[src/design/sfm_pkg.sv]
package sfm_pkg;

	// ----------------------------------------------------------------
	// register map
	// ----------------------------------------------------------------
	localparam logic [7:0] ADDR_CFG = 8'h00;
	localparam logic [7:0] ADDR_RST_IMPACT = 8'h04;
	localparam logic [7:0] ADDR_SAFE_IMPACT = 8'h08;
	localparam logic [7:0] ADDR_LIMP_IMPACT = 8'h0c;
	localparam logic [7:0] ADDR_RELEASE = 8'h10;
	localparam logic [7:0] ADDR_STATUS = 8'h14;
	localparam logic [7:0] ADDR_FLAGS = 8'h18;

	// ----------------------------------------------------------------
	// field positions and reset values
	// ----------------------------------------------------------------
	localparam int CFG_LIMIT_LSB = 0;
	localparam int CFG_EXT_SAFE_BIT = 2;
	localparam int CFG_INIT_DONE_BIT = 3;
	localparam int REL_RESET_BIT = 0;
	localparam int REL_SAFE_BIT = 1;
	localparam int REL_LIMP_BIT = 2;
	localparam int FLAGS_FAILSAFE_EVENT_FLAG_BIT = 8;
	localparam int NUM_FAULTS = 8;
	localparam logic [1:0] LIMIT_RST = 2'h1;
	localparam logic EXT_SAFE_RST = 1'b0;
	localparam logic [7:0] SAFE_IMPACT_RST = 8'hff;
	localparam logic [7:0] LIMP_IMPACT_RST = 8'h00;
	localparam logic [3:0] CNT_START = 4'h1;

	// counter limit per select code 0..3: 2, 6, 8, 12
	localparam logic [15:0] LIMIT_TABLE = 16'hc862;

	// ----------------------------------------------------------------
	// timing
	// ----------------------------------------------------------------
	localparam int unsigned CLK_HZ = 100_000_000;
	localparam int unsigned FS_DUR_SHORT_MS = 100;
	localparam int unsigned FS_DUR_LONG_MS = 4000;
	localparam int unsigned RST_LOW_S = 8;
	localparam int unsigned FS_SHORT_CYC = FS_DUR_SHORT_MS * (CLK_HZ / 1000);
	localparam int unsigned FS_LONG_CYC = FS_DUR_LONG_MS * (CLK_HZ / 1000);
	localparam int unsigned RST_LOW_CYC = RST_LOW_S * CLK_HZ;
	localparam int TMR_W = 30;

	// ----------------------------------------------------------------
	// device modes
	// ----------------------------------------------------------------
	typedef enum logic [2:0] {
		MODE_POWERUP,
		MODE_INIT,
		MODE_NORMAL,
		MODE_LOW_POWER_ON_MODE,
		MODE_LOW_POWER_OFF_MODE,
		MODE_FAILSAFE
	} sfm_mode_e;

endpackage

[src/design/sfm_tmr_if.sv]
`timescale 1ns/1ps
`default_nettype none

interface sfm_tmr_if;
	logic run;
	logic [sfm_pkg::TMR_W-1:0] limit;
	logic done;

	modport ctrl (output run, output limit, input done);
	modport timer (input run, input limit, output done);
endinterface

`default_nettype wire

[src/design/sfm_timer.sv]
`timescale 1ns/1ps
`default_nettype none

// counts while run is high; done rises once limit cycles have passed
// and stays until run falls, which also clears the count
module sfm_timer (
	// clock and reset
	input wire logic ref_clk_i,
	input wire logic sys_rst_i,
	// control
	sfm_tmr_if.timer tmr
);
	logic [sfm_pkg::TMR_W-1:0] cnt_r;
	logic done_r;

	always_ff @(posedge ref_clk_i) begin
		if (sys_rst_i || !tmr.run) begin
			cnt_r <= '0;
			done_r <= 1'b0;
		end else if (!done_r) begin
			cnt_r <= cnt_r + 1'b1;
			done_r <= (cnt_r + 1'b1) >= tmr.limit;
		end
	end

	assign tmr.done = done_r;
endmodule // sfm_timer

`default_nettype wire

[src/design/sfm_sync.sv]
`timescale 1ns/1ps
`default_nettype none

// three-stage synchroniser; the output follows only once the second
// and third stages agree, which rejects a single metastable sample
module sfm_sync #(
	parameter int W = 1
) (
	// clock and reset
	input wire logic ref_clk_i,
	input wire logic sys_rst_i,
	// data
	input wire logic [W-1:0] async_i,
	output logic [W-1:0] sync_o
);
	genvar g;
	generate
		for (g = 0; g < W; g++) begin : g_bit
			logic s1_r;
			logic s2_r;
			logic s3_r;
			logic out_r;
			always_ff @(posedge ref_clk_i) begin
				if (sys_rst_i) begin
					s1_r <= 1'b0;
					s2_r <= 1'b0;
					s3_r <= 1'b0;
					out_r <= 1'b0;
				end else begin
					s1_r <= async_i[g];
					s2_r <= s1_r;
					s3_r <= s2_r;
					if (s2_r == s3_r) begin
						out_r <= s3_r;
					end
				end
			end
			assign sync_o[g] = out_r;
		end
	endgenerate
endmodule // sfm_sync

`default_nettype wire

[src/design/sfm_fault_mgr.sv]
// Strobed register access and the address map were left to the implementer.
`timescale 1ns/1ps
`default_nettype none

module sfm_fault_mgr #(
	parameter int unsigned FS_SHORT_CYC = sfm_pkg::FS_SHORT_CYC,
	parameter int unsigned FS_LONG_CYC = sfm_pkg::FS_LONG_CYC,
	parameter int unsigned RST_LOW_CYC = sfm_pkg::RST_LOW_CYC
) (
	// clock and reset
	input wire logic ref_clk_i,
	input wire logic sys_rst_i,
	// register port
	input wire logic [7:0] reg_addr_i,
	input wire logic [31:0] reg_wdata_i,
	input wire logic reg_we_i,
	input wire logic reg_re_i,
	output logic [31:0] reg_rdata_o,
	// one-time-programmable options
	input wire logic [7:0] otp_rst_impact_i,
	input wire logic otp_rst_low_fs_en_i,
	input wire logic otp_ov_fs_en_i,
	input wire logic otp_tsd_fs_en_i,
	input wire logic otp_first_fault_fs_i,
	input wire logic failsafe_duration_option_i,
	input wire logic failsafe_to_sleep_option_i,
	input wire logic key_cycle_option_i,
	// device sequencing, same clock
	input wire logic powerup_done_i,
	input wire logic low_power_on_req_i,
	input wire logic low_power_off_req_i,
	input wire logic wake_i,
	input wire logic [7:0] fault_i,
	// pin and analog detectors, asynchronous
	input wire logic ext_reset_det_i,
	input wire logic regulator_overvoltage_i,
	input wire logic regulator_thermal_shutdown_i,
	input wire logic main_supply_lowpower_uv_i,
	input wire logic mcu_reset_fb_n_i,
	// safety outputs
	output logic mcu_reset_output_n_o,
	output logic safe_state_output_n_o,
	output logic limp_home_output_n_o,
	// supply control
	output logic regulator_en_o,
	output logic osc_20mhz_en_o,
	output logic monitor_en_o,
	output logic failsafe_o
);
	// ----------------------------------------------------------------
	// input synchronisation
	// ----------------------------------------------------------------
	logic [4:0] pins_s;
	logic ext_rst_s;
	logic ov_s;
	logic tsd_s;
	logic uvlp_s;
	logic rst_fb_n_s;

	sfm_sync #(.W(5)) u_sync (
		.ref_clk_i(ref_clk_i),
		.sys_rst_i(sys_rst_i),
		.async_i({mcu_reset_fb_n_i, main_supply_lowpower_uv_i,
			regulator_thermal_shutdown_i, regulator_overvoltage_i,
			ext_reset_det_i}),
		.sync_o(pins_s)
	);

	assign ext_rst_s = pins_s[0];
	assign ov_s = pins_s[1];
	assign tsd_s = pins_s[2];
	assign uvlp_s = pins_s[3];
	// feedback resets to 0 in the synchroniser; the 8 s timer is long
	// enough that the four-cycle settle never matters
	assign rst_fb_n_s = pins_s[4];

	// ----------------------------------------------------------------
	// state and configuration
	// ----------------------------------------------------------------
	sfm_pkg::sfm_mode_e mode_r;
	sfm_pkg::sfm_mode_e mode_nxt;
	logic [3:0] cnt_r;
	logic [1:0] limit_sel_r;
	logic ext_safe_r;
	logic [7:0] rst_imp_r;
	logic [7:0] safe_imp_r;
	logic [7:0] limp_imp_r;
	logic [7:0] diag_r;
	logic failsafe_event_flag_r;
	logic from_low_power_on_mode_r;
	logic ext_rst_d_r;
	logic rst_n_r;
	logic safe_n_r;
	logic limp_n_r;
	logic reg_en_r;
	logic osc_en_r;
	logic mon_en_r;
	logic fs_r;
	logic [31:0] rdata_r;

	// ----------------------------------------------------------------
	// fault evaluation
	// ----------------------------------------------------------------
	logic active;
	logic wr;
	logic [3:0] cnt_max;
	logic [3:0] cnt_inc;
	logic [7:0] hit;
	logic hit_rst;
	logic hit_safe;
	logic hit_limp;
	logic ext_evt;
	logic count_evt;
	logic fs_enter;
	logic fs_done;
	logic rst_low_done;

	assign active = (mode_r == sfm_pkg::MODE_INIT) ||
		(mode_r == sfm_pkg::MODE_NORMAL);
	assign wr = reg_we_i;
	assign cnt_max = sfm_pkg::LIMIT_TABLE[{limit_sel_r, 2'b00} +: 4];
	assign cnt_inc = (cnt_r >= cnt_max) ? cnt_max : cnt_r + 4'h1;
	assign hit = active ? fault_i : 8'h00;
	assign hit_rst = |(hit & rst_imp_r);
	assign hit_safe = |(hit & safe_imp_r);
	assign hit_limp = |(hit & limp_imp_r);
	// our own reset pulse drives the pin low too, so that is masked
	assign ext_evt = active && ext_rst_s && !ext_rst_d_r && rst_n_r;
	// faults with no reaction stay out of the count
	assign count_evt = hit_rst || hit_safe || hit_limp || ext_evt;

	assign fs_enter = (mode_r != sfm_pkg::MODE_FAILSAFE) && (
		(count_evt && cnt_inc == cnt_max) ||
		(count_evt && otp_first_fault_fs_i) ||
		(otp_rst_low_fs_en_i && rst_low_done) ||
		(otp_ov_fs_en_i && ov_s) ||
		(otp_tsd_fs_en_i && tsd_s) ||
		(uvlp_s && (mode_r == sfm_pkg::MODE_LOW_POWER_ON_MODE ||
			(mode_r == sfm_pkg::MODE_POWERUP && from_low_power_on_mode_r))));

	// ----------------------------------------------------------------
	// timers
	// ----------------------------------------------------------------
	sfm_tmr_if fs_tmr ();
	sfm_tmr_if low_tmr ();

	assign fs_tmr.run = (mode_r == sfm_pkg::MODE_FAILSAFE);
	assign fs_tmr.limit = failsafe_duration_option_i ?
		sfm_pkg::TMR_W'(FS_LONG_CYC) : sfm_pkg::TMR_W'(FS_SHORT_CYC);
	assign fs_done = fs_tmr.done;
	assign low_tmr.run = !rst_fb_n_s;
	assign low_tmr.limit = sfm_pkg::TMR_W'(RST_LOW_CYC);
	assign rst_low_done = low_tmr.done;

	sfm_timer u_fs_tmr (
		.ref_clk_i(ref_clk_i),
		.sys_rst_i(sys_rst_i),
		.tmr(fs_tmr.timer)
	);

	sfm_timer u_low_tmr (
		.ref_clk_i(ref_clk_i),
		.sys_rst_i(sys_rst_i),
		.tmr(low_tmr.timer)
	);

	// ----------------------------------------------------------------
	// mode machine
	// ----------------------------------------------------------------
	always_comb begin
		mode_nxt = mode_r;
		case (mode_r)
			sfm_pkg::MODE_POWERUP: begin
				if (powerup_done_i) begin
					mode_nxt = sfm_pkg::MODE_INIT;
				end
			end
			sfm_pkg::MODE_INIT: begin
				if (wr && reg_addr_i == sfm_pkg::ADDR_CFG &&
					reg_wdata_i[sfm_pkg::CFG_INIT_DONE_BIT]) begin
					mode_nxt = sfm_pkg::MODE_NORMAL;
				end
			end
			sfm_pkg::MODE_NORMAL: begin
				if (low_power_off_req_i) begin
					mode_nxt = sfm_pkg::MODE_LOW_POWER_OFF_MODE;
				end else if (low_power_on_req_i) begin
					mode_nxt = sfm_pkg::MODE_LOW_POWER_ON_MODE;
				end
			end
			sfm_pkg::MODE_LOW_POWER_ON_MODE, sfm_pkg::MODE_LOW_POWER_OFF_MODE: begin
				if (wake_i) begin
					mode_nxt = sfm_pkg::MODE_POWERUP;
				end
			end
			sfm_pkg::MODE_FAILSAFE: begin
				if (fs_done) begin
					if (failsafe_to_sleep_option_i || key_cycle_option_i) begin
						mode_nxt = sfm_pkg::MODE_LOW_POWER_OFF_MODE;
					end else begin
						mode_nxt = sfm_pkg::MODE_POWERUP;
					end
				end
			end
			default: begin
				mode_nxt = sfm_pkg::MODE_POWERUP;
			end
		endcase
		if (fs_enter) begin
			mode_nxt = sfm_pkg::MODE_FAILSAFE;
		end
	end

	always_ff @(posedge ref_clk_i) begin
		if (sys_rst_i) begin
			mode_r <= sfm_pkg::MODE_POWERUP;
			from_low_power_on_mode_r <= 1'b0;
			ext_rst_d_r <= 1'b0;
		end else begin
			mode_r <= mode_nxt;
			ext_rst_d_r <= ext_rst_s;
			if (mode_r == sfm_pkg::MODE_LOW_POWER_ON_MODE) begin
				from_low_power_on_mode_r <= 1'b1;
			end else if (mode_r != sfm_pkg::MODE_POWERUP) begin
				from_low_power_on_mode_r <= 1'b0;
			end
		end
	end

	// ----------------------------------------------------------------
	// fault counter
	// ----------------------------------------------------------------
	always_ff @(posedge ref_clk_i) begin
		if (sys_rst_i) begin
			cnt_r <= sfm_pkg::CNT_START;
		end else if (fs_enter) begin
			cnt_r <= sfm_pkg::CNT_START;
		end else if (mode_r == sfm_pkg::MODE_LOW_POWER_ON_MODE ||
			mode_r == sfm_pkg::MODE_LOW_POWER_OFF_MODE) begin
			cnt_r <= sfm_pkg::CNT_START;
		end else if (count_evt) begin
			cnt_r <= cnt_inc;
		end
	end

	// ----------------------------------------------------------------
	// configuration registers
	// ----------------------------------------------------------------
	always_ff @(posedge ref_clk_i) begin
		if (sys_rst_i) begin
			rst_imp_r <= otp_rst_impact_i;
		end else if (wr && reg_addr_i == sfm_pkg::ADDR_RST_IMPACT) begin
			rst_imp_r <= reg_wdata_i[7:0];
		end
	end

	// these only take writes during init, so a running system cannot
	// quietly weaken its own safe-state reactions
	always_ff @(posedge ref_clk_i) begin
		if (sys_rst_i) begin
			safe_imp_r <= sfm_pkg::SAFE_IMPACT_RST;
			limp_imp_r <= sfm_pkg::LIMP_IMPACT_RST;
			limit_sel_r <= sfm_pkg::LIMIT_RST;
			ext_safe_r <= sfm_pkg::EXT_SAFE_RST;
		end else if (wr && mode_r == sfm_pkg::MODE_INIT) begin
			if (reg_addr_i == sfm_pkg::ADDR_SAFE_IMPACT) begin
				safe_imp_r <= reg_wdata_i[7:0];
			end
			if (reg_addr_i == sfm_pkg::ADDR_LIMP_IMPACT) begin
				limp_imp_r <= reg_wdata_i[7:0];
			end
			if (reg_addr_i == sfm_pkg::ADDR_CFG) begin
				limit_sel_r <= reg_wdata_i[sfm_pkg::CFG_LIMIT_LSB +: 2];
				ext_safe_r <= reg_wdata_i[sfm_pkg::CFG_EXT_SAFE_BIT];
			end
		end
	end

	// ----------------------------------------------------------------
	// diagnostic and event flags, write one to clear, set wins
	// ----------------------------------------------------------------
	always_ff @(posedge ref_clk_i) begin
		if (sys_rst_i) begin
			diag_r <= 8'h00;
			failsafe_event_flag_r <= 1'b0;
		end else begin
			if (wr && reg_addr_i == sfm_pkg::ADDR_FLAGS) begin
				diag_r <= (diag_r & ~reg_wdata_i[7:0]) | hit;
				failsafe_event_flag_r <= (failsafe_event_flag_r &
					~reg_wdata_i[sfm_pkg::FLAGS_FAILSAFE_EVENT_FLAG_BIT]) | fs_enter;
			end else begin
				diag_r <= diag_r | hit;
				failsafe_event_flag_r <= failsafe_event_flag_r | fs_enter;
			end
		end
	end

	// ----------------------------------------------------------------
	// safety outputs, each independent of the mode machine's next state
	// ----------------------------------------------------------------
	logic rel_wr;
	assign rel_wr = wr && reg_addr_i == sfm_pkg::ADDR_RELEASE &&
		mode_r == sfm_pkg::MODE_NORMAL;

	always_ff @(posedge ref_clk_i) begin
		if (sys_rst_i) begin
			rst_n_r <= 1'b0;
		end else if (fs_enter || hit_rst || mode_r != sfm_pkg::MODE_NORMAL &&
			mode_r != sfm_pkg::MODE_INIT && mode_r != sfm_pkg::MODE_LOW_POWER_ON_MODE) begin
			rst_n_r <= 1'b0;
		end else if (rel_wr && reg_wdata_i[sfm_pkg::REL_RESET_BIT]) begin
			rst_n_r <= 1'b1;
		end
	end

	always_ff @(posedge ref_clk_i) begin
		if (sys_rst_i) begin
			safe_n_r <= 1'b0;
		end else if (fs_enter || hit_safe || (ext_evt && ext_safe_r) ||
			mode_r != sfm_pkg::MODE_NORMAL) begin
			safe_n_r <= 1'b0;
		end else if (rel_wr && reg_wdata_i[sfm_pkg::REL_SAFE_BIT]) begin
			safe_n_r <= 1'b1;
		end
	end

	always_ff @(posedge ref_clk_i) begin
		if (sys_rst_i) begin
			limp_n_r <= 1'b1;
		end else if (fs_enter || hit_limp ||
			mode_r == sfm_pkg::MODE_FAILSAFE) begin
			limp_n_r <= 1'b0;
		end else if (rel_wr && reg_wdata_i[sfm_pkg::REL_LIMP_BIT]) begin
			limp_n_r <= 1'b1;
		end
	end

	// ----------------------------------------------------------------
	// supply control
	// ----------------------------------------------------------------
	always_ff @(posedge ref_clk_i) begin
		if (sys_rst_i) begin
			reg_en_r <= 1'b1;
			osc_en_r <= 1'b1;
			mon_en_r <= 1'b1;
			fs_r <= 1'b0;
		end else begin
			fs_r <= (mode_nxt == sfm_pkg::MODE_FAILSAFE);
			reg_en_r <= mode_nxt != sfm_pkg::MODE_FAILSAFE &&
				mode_nxt != sfm_pkg::MODE_LOW_POWER_OFF_MODE;
			osc_en_r <= mode_nxt != sfm_pkg::MODE_LOW_POWER_ON_MODE &&
				mode_nxt != sfm_pkg::MODE_LOW_POWER_OFF_MODE;
			mon_en_r <= mode_nxt != sfm_pkg::MODE_LOW_POWER_ON_MODE &&
				mode_nxt != sfm_pkg::MODE_LOW_POWER_OFF_MODE;
		end
	end

	// ----------------------------------------------------------------
	// register read
	// ----------------------------------------------------------------
	always_ff @(posedge ref_clk_i) begin
		if (sys_rst_i) begin
			rdata_r <= 32'h0000_0000;
		end else if (reg_re_i) begin
			case (reg_addr_i)
				sfm_pkg::ADDR_CFG: rdata_r <= {28'h0000000, 1'b0,
					ext_safe_r, limit_sel_r};
				sfm_pkg::ADDR_RST_IMPACT: rdata_r <= {24'h000000, rst_imp_r};
				sfm_pkg::ADDR_SAFE_IMPACT: rdata_r <= {24'h000000, safe_imp_r};
				sfm_pkg::ADDR_LIMP_IMPACT: rdata_r <= {24'h000000, limp_imp_r};
				sfm_pkg::ADDR_RELEASE: rdata_r <= {29'h00000000,
					limp_n_r, safe_n_r, rst_n_r};
				sfm_pkg::ADDR_STATUS: rdata_r <= {21'h000000, cnt_max,
					mode_r, cnt_r};
				sfm_pkg::ADDR_FLAGS: rdata_r <= {23'h000000, failsafe_event_flag_r, diag_r};
				default: rdata_r <= 32'h0000_0000;
			endcase
		end else begin
			rdata_r <= 32'h0000_0000;
		end
	end

	// ----------------------------------------------------------------
	// outputs
	// ----------------------------------------------------------------
	assign reg_rdata_o = rdata_r;
	assign mcu_reset_output_n_o = rst_n_r;
	assign safe_state_output_n_o = safe_n_r;
	assign limp_home_output_n_o = limp_n_r;
	assign regulator_en_o = reg_en_r;
	assign osc_20mhz_en_o = osc_en_r;
	assign monitor_en_o = mon_en_r;
	assign failsafe_o = fs_r;

endmodule // sfm_fault_mgr

`default_nettype wire

[config.mk]
export PLATFORM = sky130hd
export DESIGN_NAME = sfm_fault_mgr
export DESIGN_NICKNAME = d
export VERILOG_FILES = /design/src/design/sfm_pkg.sv /design/src/design/sfm_tmr_if.sv /design/src/design/sfm_timer.sv /design/src/design/sfm_sync.sv /design/src/design/sfm_fault_mgr.sv
export SDC_FILE = /design/constraint.sdc
export NUM_CORES = 1
export LEC_CHECK = 0
export BUFFER_PORTS_ARGS = -buffer_cell sky130_fd_sc_hd__buf_4
export CORE_MARGIN = 10
export CORE_UTILIZATION = 59
export CTS_BUF_LIST = sky130_fd_sc_hd__clkbuf_8
export CTS_CLUSTER_SIZE = 14
export DETAILED_ROUTE_END_ITERATION = 8
export GPL_TIMING_DRIVEN = 0
export HOLD_SLACK_MARGIN = 0.08
export PLACE_DENSITY = 0.9
export RECOVER_POWER = 25
export SYNTH_ARGS = -nofsm -noshare
export SYNTH_HDL_FRONTEND = slang
export SYNTH_SLANG_ARGS = --single-unit
export TNS_END_PERCENT = 50
[constraint.sdc]
create_clock -name ref_clk_i -period 4 [get_ports ref_clk_i]
set_input_delay 0.2 -clock ref_clk_i [delete_from_list [all_inputs] [get_ports ref_clk_i]]
set_output_delay 0.2 -clock ref_clk_i [all_outputs]
set_load 0.05 [all_outputs]
## After elaboration in Yosys (flattened, before gate mapping)

Index checks and enable logic that the tools add are counted.

| storage, ports and cells | value |
|---|---|
| memory bits (writable) | 0 |
| bits in latches | 0 |
| register bits | 165 |
| logic and storage cells | 175 |
| ROM bits | 0 |
| memories | 0 |

| operators by class | value |
|---|---|
| bitwise gates (word level) | 12 |
| div/mod/pow operators | 0 |
| eq/ne operators | 25 |
| shift-type cells | 1 |
| mux-type cells | 23 |
| reductions and logical operators | 66 |
| add/sub/neg operators | 3 |
| $mul | 0 |
| magnitude comparators | 3 |

Operators by type and width:

| cell | count |
|---|---|
| $pmux 11 s7 | 1 |
| $add 30x1->30 const B | 2 |
| $and 8x8->8 | 4 |
| $mux 8 | 4 |
| $ge 30x29->1 | 1 |
| $ge 30x30->1 const B | 1 |
| $mux 29 | 1 |
| $logic_and 1x1->1 | 26 |
| $eq 8x5->1 const B | 3 |
| $mux 3 | 8 |
| $reduce_or 8->1 | 3 |
| $logic_or 1x1->1 | 21 |
| $eq 8x4->1 const B | 2 |
| $or 8x8->8 | 2 |
| $shiftx 16x5->4 const A | 1 |
| $pmux 3 s5 | 1 |
| $eq 3x3->1 const B | 3 |
| $ne 3x2->1 const B | 3 |
| $ne 3x3->1 const B | 3 |
| $eq 8x3->1 const B | 1 |
| $logic_not 8->1 | 1 |
| $not 8->8 | 1 |
| $reduce_or 2->1 | 4 |
| $mux 1 | 7 |
| other kinds (17) | 29 |

## Logic depth before layout (Yosys ltp)

| logic depth | value |
|---|---|
| depth after elaboration | 19 |
| depth in mapped cells | 14 |
| mapped depth without buffers | 13 |

## Cells and area by module

A second synthesis with hierarchy kept.

| second synthesis, totals | value |
|---|---|
| cells, all modules | 1114 |
| area total of the unflattened synthesis | 9161.3 um^2 |

Modules (own cells, without submodules):

| module | instances | sequential area each (um^2) | cells each | area each (um^2) |
|---|---|---|---|---|
| sfm_fault_mgr | 1 | 1321.3 | 381 | 3235.6 |
| sfm_timer (u_low_tmr) | 1 | 620.6 | 332 | 2638.8 |
| sfm_timer (u_fs_tmr) | 1 | 620.6 | 344 | 2597.5 |
| sfm_sync | 1 | 400.4 | 57 | 689.4 |

## Least setup slack after synthesis

Ideal clock, no wire load.

| path | value |
|---|---|
| kind | reg-to-reg |
| start | register u_fs_tmr.cnt_r[6] (netlist name) |
| end | register u_fs_tmr.done_r (netlist: u_fs_tmr.tmr.done) |
| cell stages (with the launch flop) | 13 |
| period minus slack after synthesis | 2.934 ns |
| setup slack | 1.066 ns |
| data arrival time | 2.819 ns |
| setup time | 0.116 ns |
| path buffers | 0 |
| cells stage by stage | dfxtp_1 > nand4_4 > or4_4 > nor2_1 > xnor2_1 > ha_1 > a21o_1 > nand2_1 > a21oi_1 > o21bai_1 > a311o_1 > a211o_1 > a31o_1 |

| between the ends | value |
|---|---|
| word-level cells in the longest chain between the ends | 3 |

Ends and longest elaborated chain:

| item | RTL line | source |
|---|---|---|
| start, declared | sfm_timer.sv:13 | `logic [sfm_pkg::TMR_W-1:0] cnt_r;` |
| start signal, assigned | sfm_timer.sv:21 | `cnt_r <= cnt_r + 1'b1;` |
| $add 30x1->30 | sfm_timer.sv:22 | `done_r <= (cnt_r + 1'b1) >= tmr.limit;` |
| $ge 30x29->1 | sfm_timer.sv:22 |  |
| $mux 1 | sfm_timer.sv:20 | `end else if (!done_r) begin` |
| end signal, assigned | sfm_timer.sv:22 |  |
| end, declared | sfm_timer.sv:14 | `logic done_r;` |

No other way between the ends.
A chain may end at the register's enable or synchronous reset.

## Worst setup path after layout

| path | value |
|---|---|
| start | register u_fs_tmr.cnt_r[3] (netlist name) |
| end | register u_fs_tmr.done_r (netlist: u_fs_tmr.tmr.done) |

The elaborated chain is that of the path after synthesis.

==> results.py <==
metrics = {
    "outcome": {
        "status": "finished clean",
    },
    "critical_path": {
        "r2r_cells": 11,
        "r2r_slack_ns": 0.63,
        "slowest_delay_ns": 0.48,
        "required_ns": 4.36,
        "arrival_ns": 3.73,
        "crit_chain": "nand3_1, nor4_1, buf_2, nand3_1, xnor2_1, ha_1, a21oi_1, o311ai_1, a311o_1, a211o_1, a31o_1",
        "startpoint_type": "flop",
        "crit_slowest_cell": "dfxtp_1",
        "path_class": "reg -> reg",
        "r2r_start": "u_fs_tmr.cnt_r[3]",
        "timing.critical_path.mode_cell": "nand3_1",
        "crit_path_max_fanout": 10,
        "r2r_end": "u_fs_tmr.tmr.done",
        "worst_setup_path_end_kind": "flop",
    },
    "placement": {
        "place_congestion": 0.945,
        "place_worst_setup_slack_ns": 0.742,
        "portBuffers": 69,
        "dp.final_hpwl_um": 13800,
    },
    "pwr": {
        "power_density_mw_per_mm2": 356,
        "peakVddDrop_v": 0.000254,
        "p_leak_uw": 0.00344,
    },
    "timing": {
        "relSlewSlack_pct": 35.4,
        "rsz0062_at_grt": "no",
        "setup_viol": 0,
        "period_share_pct": 84.2,
        "hold_viol": 0,
        "skew_ns": 0.00852,
        "fin_tns_setup_ns": 0,
        "post-route-min-period_ns": 3.37,
        "maxSlewViolCount": 0,
        "tightest_slew_ns": 0.961,
        "worst_slack_ns": 0.634,
        "fmax_ghz": 0.297,
    },
    "yosys": {
        "ys_seq_area_share_pct": 39.1,
        "synth-edff-count": 8,
        "synth.area.top_cells": "dfxtp_1 36%, nor2_1 5.9%, xnor2_1 5.1%",
        "syn_inst": 876,
        "synth.cell_area_mm2": 0.00758,
        "avgSynthCellArea_um2": 8.65,
        "ys_ff_latch": 144,
        "synth_warnings": 0,
        "postSynth.asyncResetShare_pct": 0,
        "yosys.area.top_type_share_pct": 35.9,
        "ys_types": 72,
        "synth_top_flop_cell": "dfxtp_1",
        "yosysTopAreaCell": "dfxtp_1",
    },
    "cts": {
        "htree_num_levels": 4,
        "cts_root_buf": "clkbuf_8",
        "cts_buffers": 17,
        "cts_max_path_buffers": 2,
        "insertion_delay_ns": 0.47,
        "cts_tree": "done",
        "clk_pin_slew_ns": 0.09,
        "cts_sinks": 144,
        "cts_resized": 0,
    },
    "global_routing": {
        "overflow": 0,
        "grt_pass1_wl_um": 33400,
        "antenna_found_initial": 1,
        "track_usage_pct": 22.5,
        "grt_max_degree": 17,
        "grt_pass1_vias": 6758,
    },
    "drt": {
        "via_per_inst": 5.85,
        "wl_per_cell_um": 16.8,
        "drc": 0,
        "vias": 7028,
        "drtIter0Drc": 909,
        "ant_nets": 0,
        "routed_wl_um": 20200,
        "first_pass_iters": 6,
    },
    "floorplan": {
        "core-area_mm2": 0.0126,
        "start_util_pct": 60.0,
        "pin_count": 115,
        "die_w_um": 133,
        "dieArea_mm2": 0.0178,
        "rows": 41,
        "die_h_um": 133,
    },
    "layout": {
        "area_growth_pct": 20.5,
        "fillers": 944,
        "drive_above_1_share_pct": 14.1,
        "final_nets": 1110,
    },
    "min_path": {
        "worst_hold_path.endpoint": "limit_sel_r[0]",
        "hold_path.class": "in -> reg",
        "hp-start": "reg_addr_i[4]",
        "whs_path_depth": 3,
    },
    "flow_run": {
        "drv_cap": 0,
    },
}
## critical path: cells and delay by family (launching register included)
family,cells,cell delay [ns]
AND/OR/NAND/NOR,3,1.00
adder cells (fa/ha/maj),1,0.18
buffers and inverters,1,0.29
flip-flops,1,0.48
XOR/XNOR,1,0.21
AO/OA/AOI/OAI,5,1.11
## state kept, by name (all words and copies together), names as in the netlist, 2 cells and up
register	count
diag_r	8
u_fs_tmr.cnt_r	30
cnt_r	4
limit_sel_r	2
safe_imp_r	8
mode_r	3
u_sync.g_bit.s2_r	5
u_sync.g_bit.out_r	5
u_low_tmr.cnt_r	30
limp_imp_r	8
u_sync.g_bit.s1_r	5
rst_imp_r	8
u_sync.g_bit.s3_r	5
reg_rdata_o	11
## logic make-up (layout without fill, tap and decap cells)
group	count (synthesis)	in the layout	synth area share [%]
AND/OR/NAND/NOR	374	374	25.9
other	1	22	0.0495
buffers and inverters	74	207	5.28
AO/OA/AOI/OAI	164	164	14.4
flip-flops	144	144	39.1
XOR/XNOR	76	76	8.78
adder cells (fa/ha/maj)	19	19	3.10
multiplexers	24	24	3.32
## repair_timing
| item | CTS | global route |
|---|---|---|
| hold buffers | 32 | 0 |
| endpoints found under the hold margin | 45 | 0 |
| buffers inserted | 0 | 0 |
| endpoints found under the setup margin | 0 | 0 |
## metal layers
| layer | up-vias | share of wire (%) | global-route usage [%] |
|---|---|---|---|
| li1 | 3355 | - | - |
| met1 | 3281 | 42 | 27.2 |
| met2 | 315 | 47 | 36.1 |
| met3 | 77 | 7.7 | 6.80 |
| met4 | 0 | 2.9 | 10.2 |
| met5 | - | 0 | 0 |
## stage by stage
stage                     instances  total power [uW]  instance area, um^2  utilization (%)  hold slack, ns
final                          1202              3250                 9130             72.3           0.132
after global routing           1202              3350                 9130             72.3           0.147
after CTS                      1201              3260                 9200             72.9           0.105
after global placement         1137              1820                 8390             66.4           0.413
after floorplan                 896              1730                 7650                -           0.318
after detailed placement       1137              1830                 8390             66.4           0.416
## cells in the mapped netlist, types with 4 or more instances
master,count
nand3b_1,4
clkbuf_1,21
and4_1,5
a22oi_1,28
nor4_1,6
xnor2_1,44
nor3b_1,5
xor2_1,32
o21ai_0,34
nand3_1,25
dfxtp_1,136
nor4_4,4
nand2b_1,9
buf_4,24
ha_1,18
or3_1,13
nor4b_1,4
inv_1,14
and3_1,4
nor2b_1,29
buf_2,5
a211o_1,11
a21oi_1,41
mux2_2,9
buf_1,6
mux2i_1,15
nand4_1,22
nand2_1,82
a31oi_1,10
edfxtp_1,8
nor3_1,18
nor2_1,119
and2_1,5
o211ai_1,4
a222oi_1,9
## cell usage in the layout, fill, tap and decap left out, drive strengths merged, types with 5 or more instances in the layout
cell type | netlist | final
nor4 | 12 | 12
xnor2 | 44 | 44
buf | 36 | 84
and3 | 5 | 5
and4 | 5 | 5
clkbuf | 23 | 63
mux2i | 15 | 15
dfxtp | 136 | 136
a22oi | 28 | 28
a21oi | 41 | 41
ha | 18 | 18
a31oi | 10 | 10
or3 | 14 | 14
o21ai | 36 | 36
nand2b | 9 | 9
conb | 1 | 21
a222oi | 9 | 9
a211o | 11 | 11
xor2 | 32 | 32
bufinv | 0 | 6
nor3b | 7 | 7
edfxtp | 8 | 8
nand3 | 26 | 26
nor3 | 18 | 18
nand4 | 25 | 25
dlygate4sd3 | 0 | 32
inv | 14 | 16
and2 | 5 | 5
nand2 | 82 | 82
nor2 | 119 | 119
mux2 | 9 | 9
nor2b | 29 | 29
## worst max path at each step
| stage | from | to | slack [ns] |
|---|---|---|---|
| finish | u_fs_tmr.cnt_r[3] | u_fs_tmr.tmr.done | 0.63 |
| floorplan | u_fs_tmr.cnt_r[6] | u_fs_tmr.tmr.done | 1.07 |
| detailed placement | u_fs_tmr.cnt_r[3] | u_fs_tmr.tmr.done | 0.74 |
| CTS | u_fs_tmr.cnt_r[3] | u_fs_tmr.tmr.done | 0.68 |
| global route | u_fs_tmr.cnt_r[3] | u_fs_tmr.tmr.done | 0.38 |
| global placement | u_fs_tmr.cnt_r[3] | u_fs_tmr.tmr.done | 0.77 |
## power by group
part | internal (uW) | switching, uW
logic | 131 | 195
registers | 1480 | 26.9
clock network | 840 | 581
## cell type report
class | count | area [um^2] | area share [%]
multi-input combinational | 678 | 4290 | 47.0
clock buffer | 19 | 262 | 2.86
inverter | 14 | 52.6 | 0.576
tap | 172 | 215 | 2.36
clock inverter | 13 | 231 | 2.54
sequential | 144 | 2960 | 32.5
buffer | 60 | 348 | 3.81
timing repair buffer | 101 | 767 | 8.40
antenna | 1 | 2.50 | 0.0274
(Power assumes the default switching activity.)
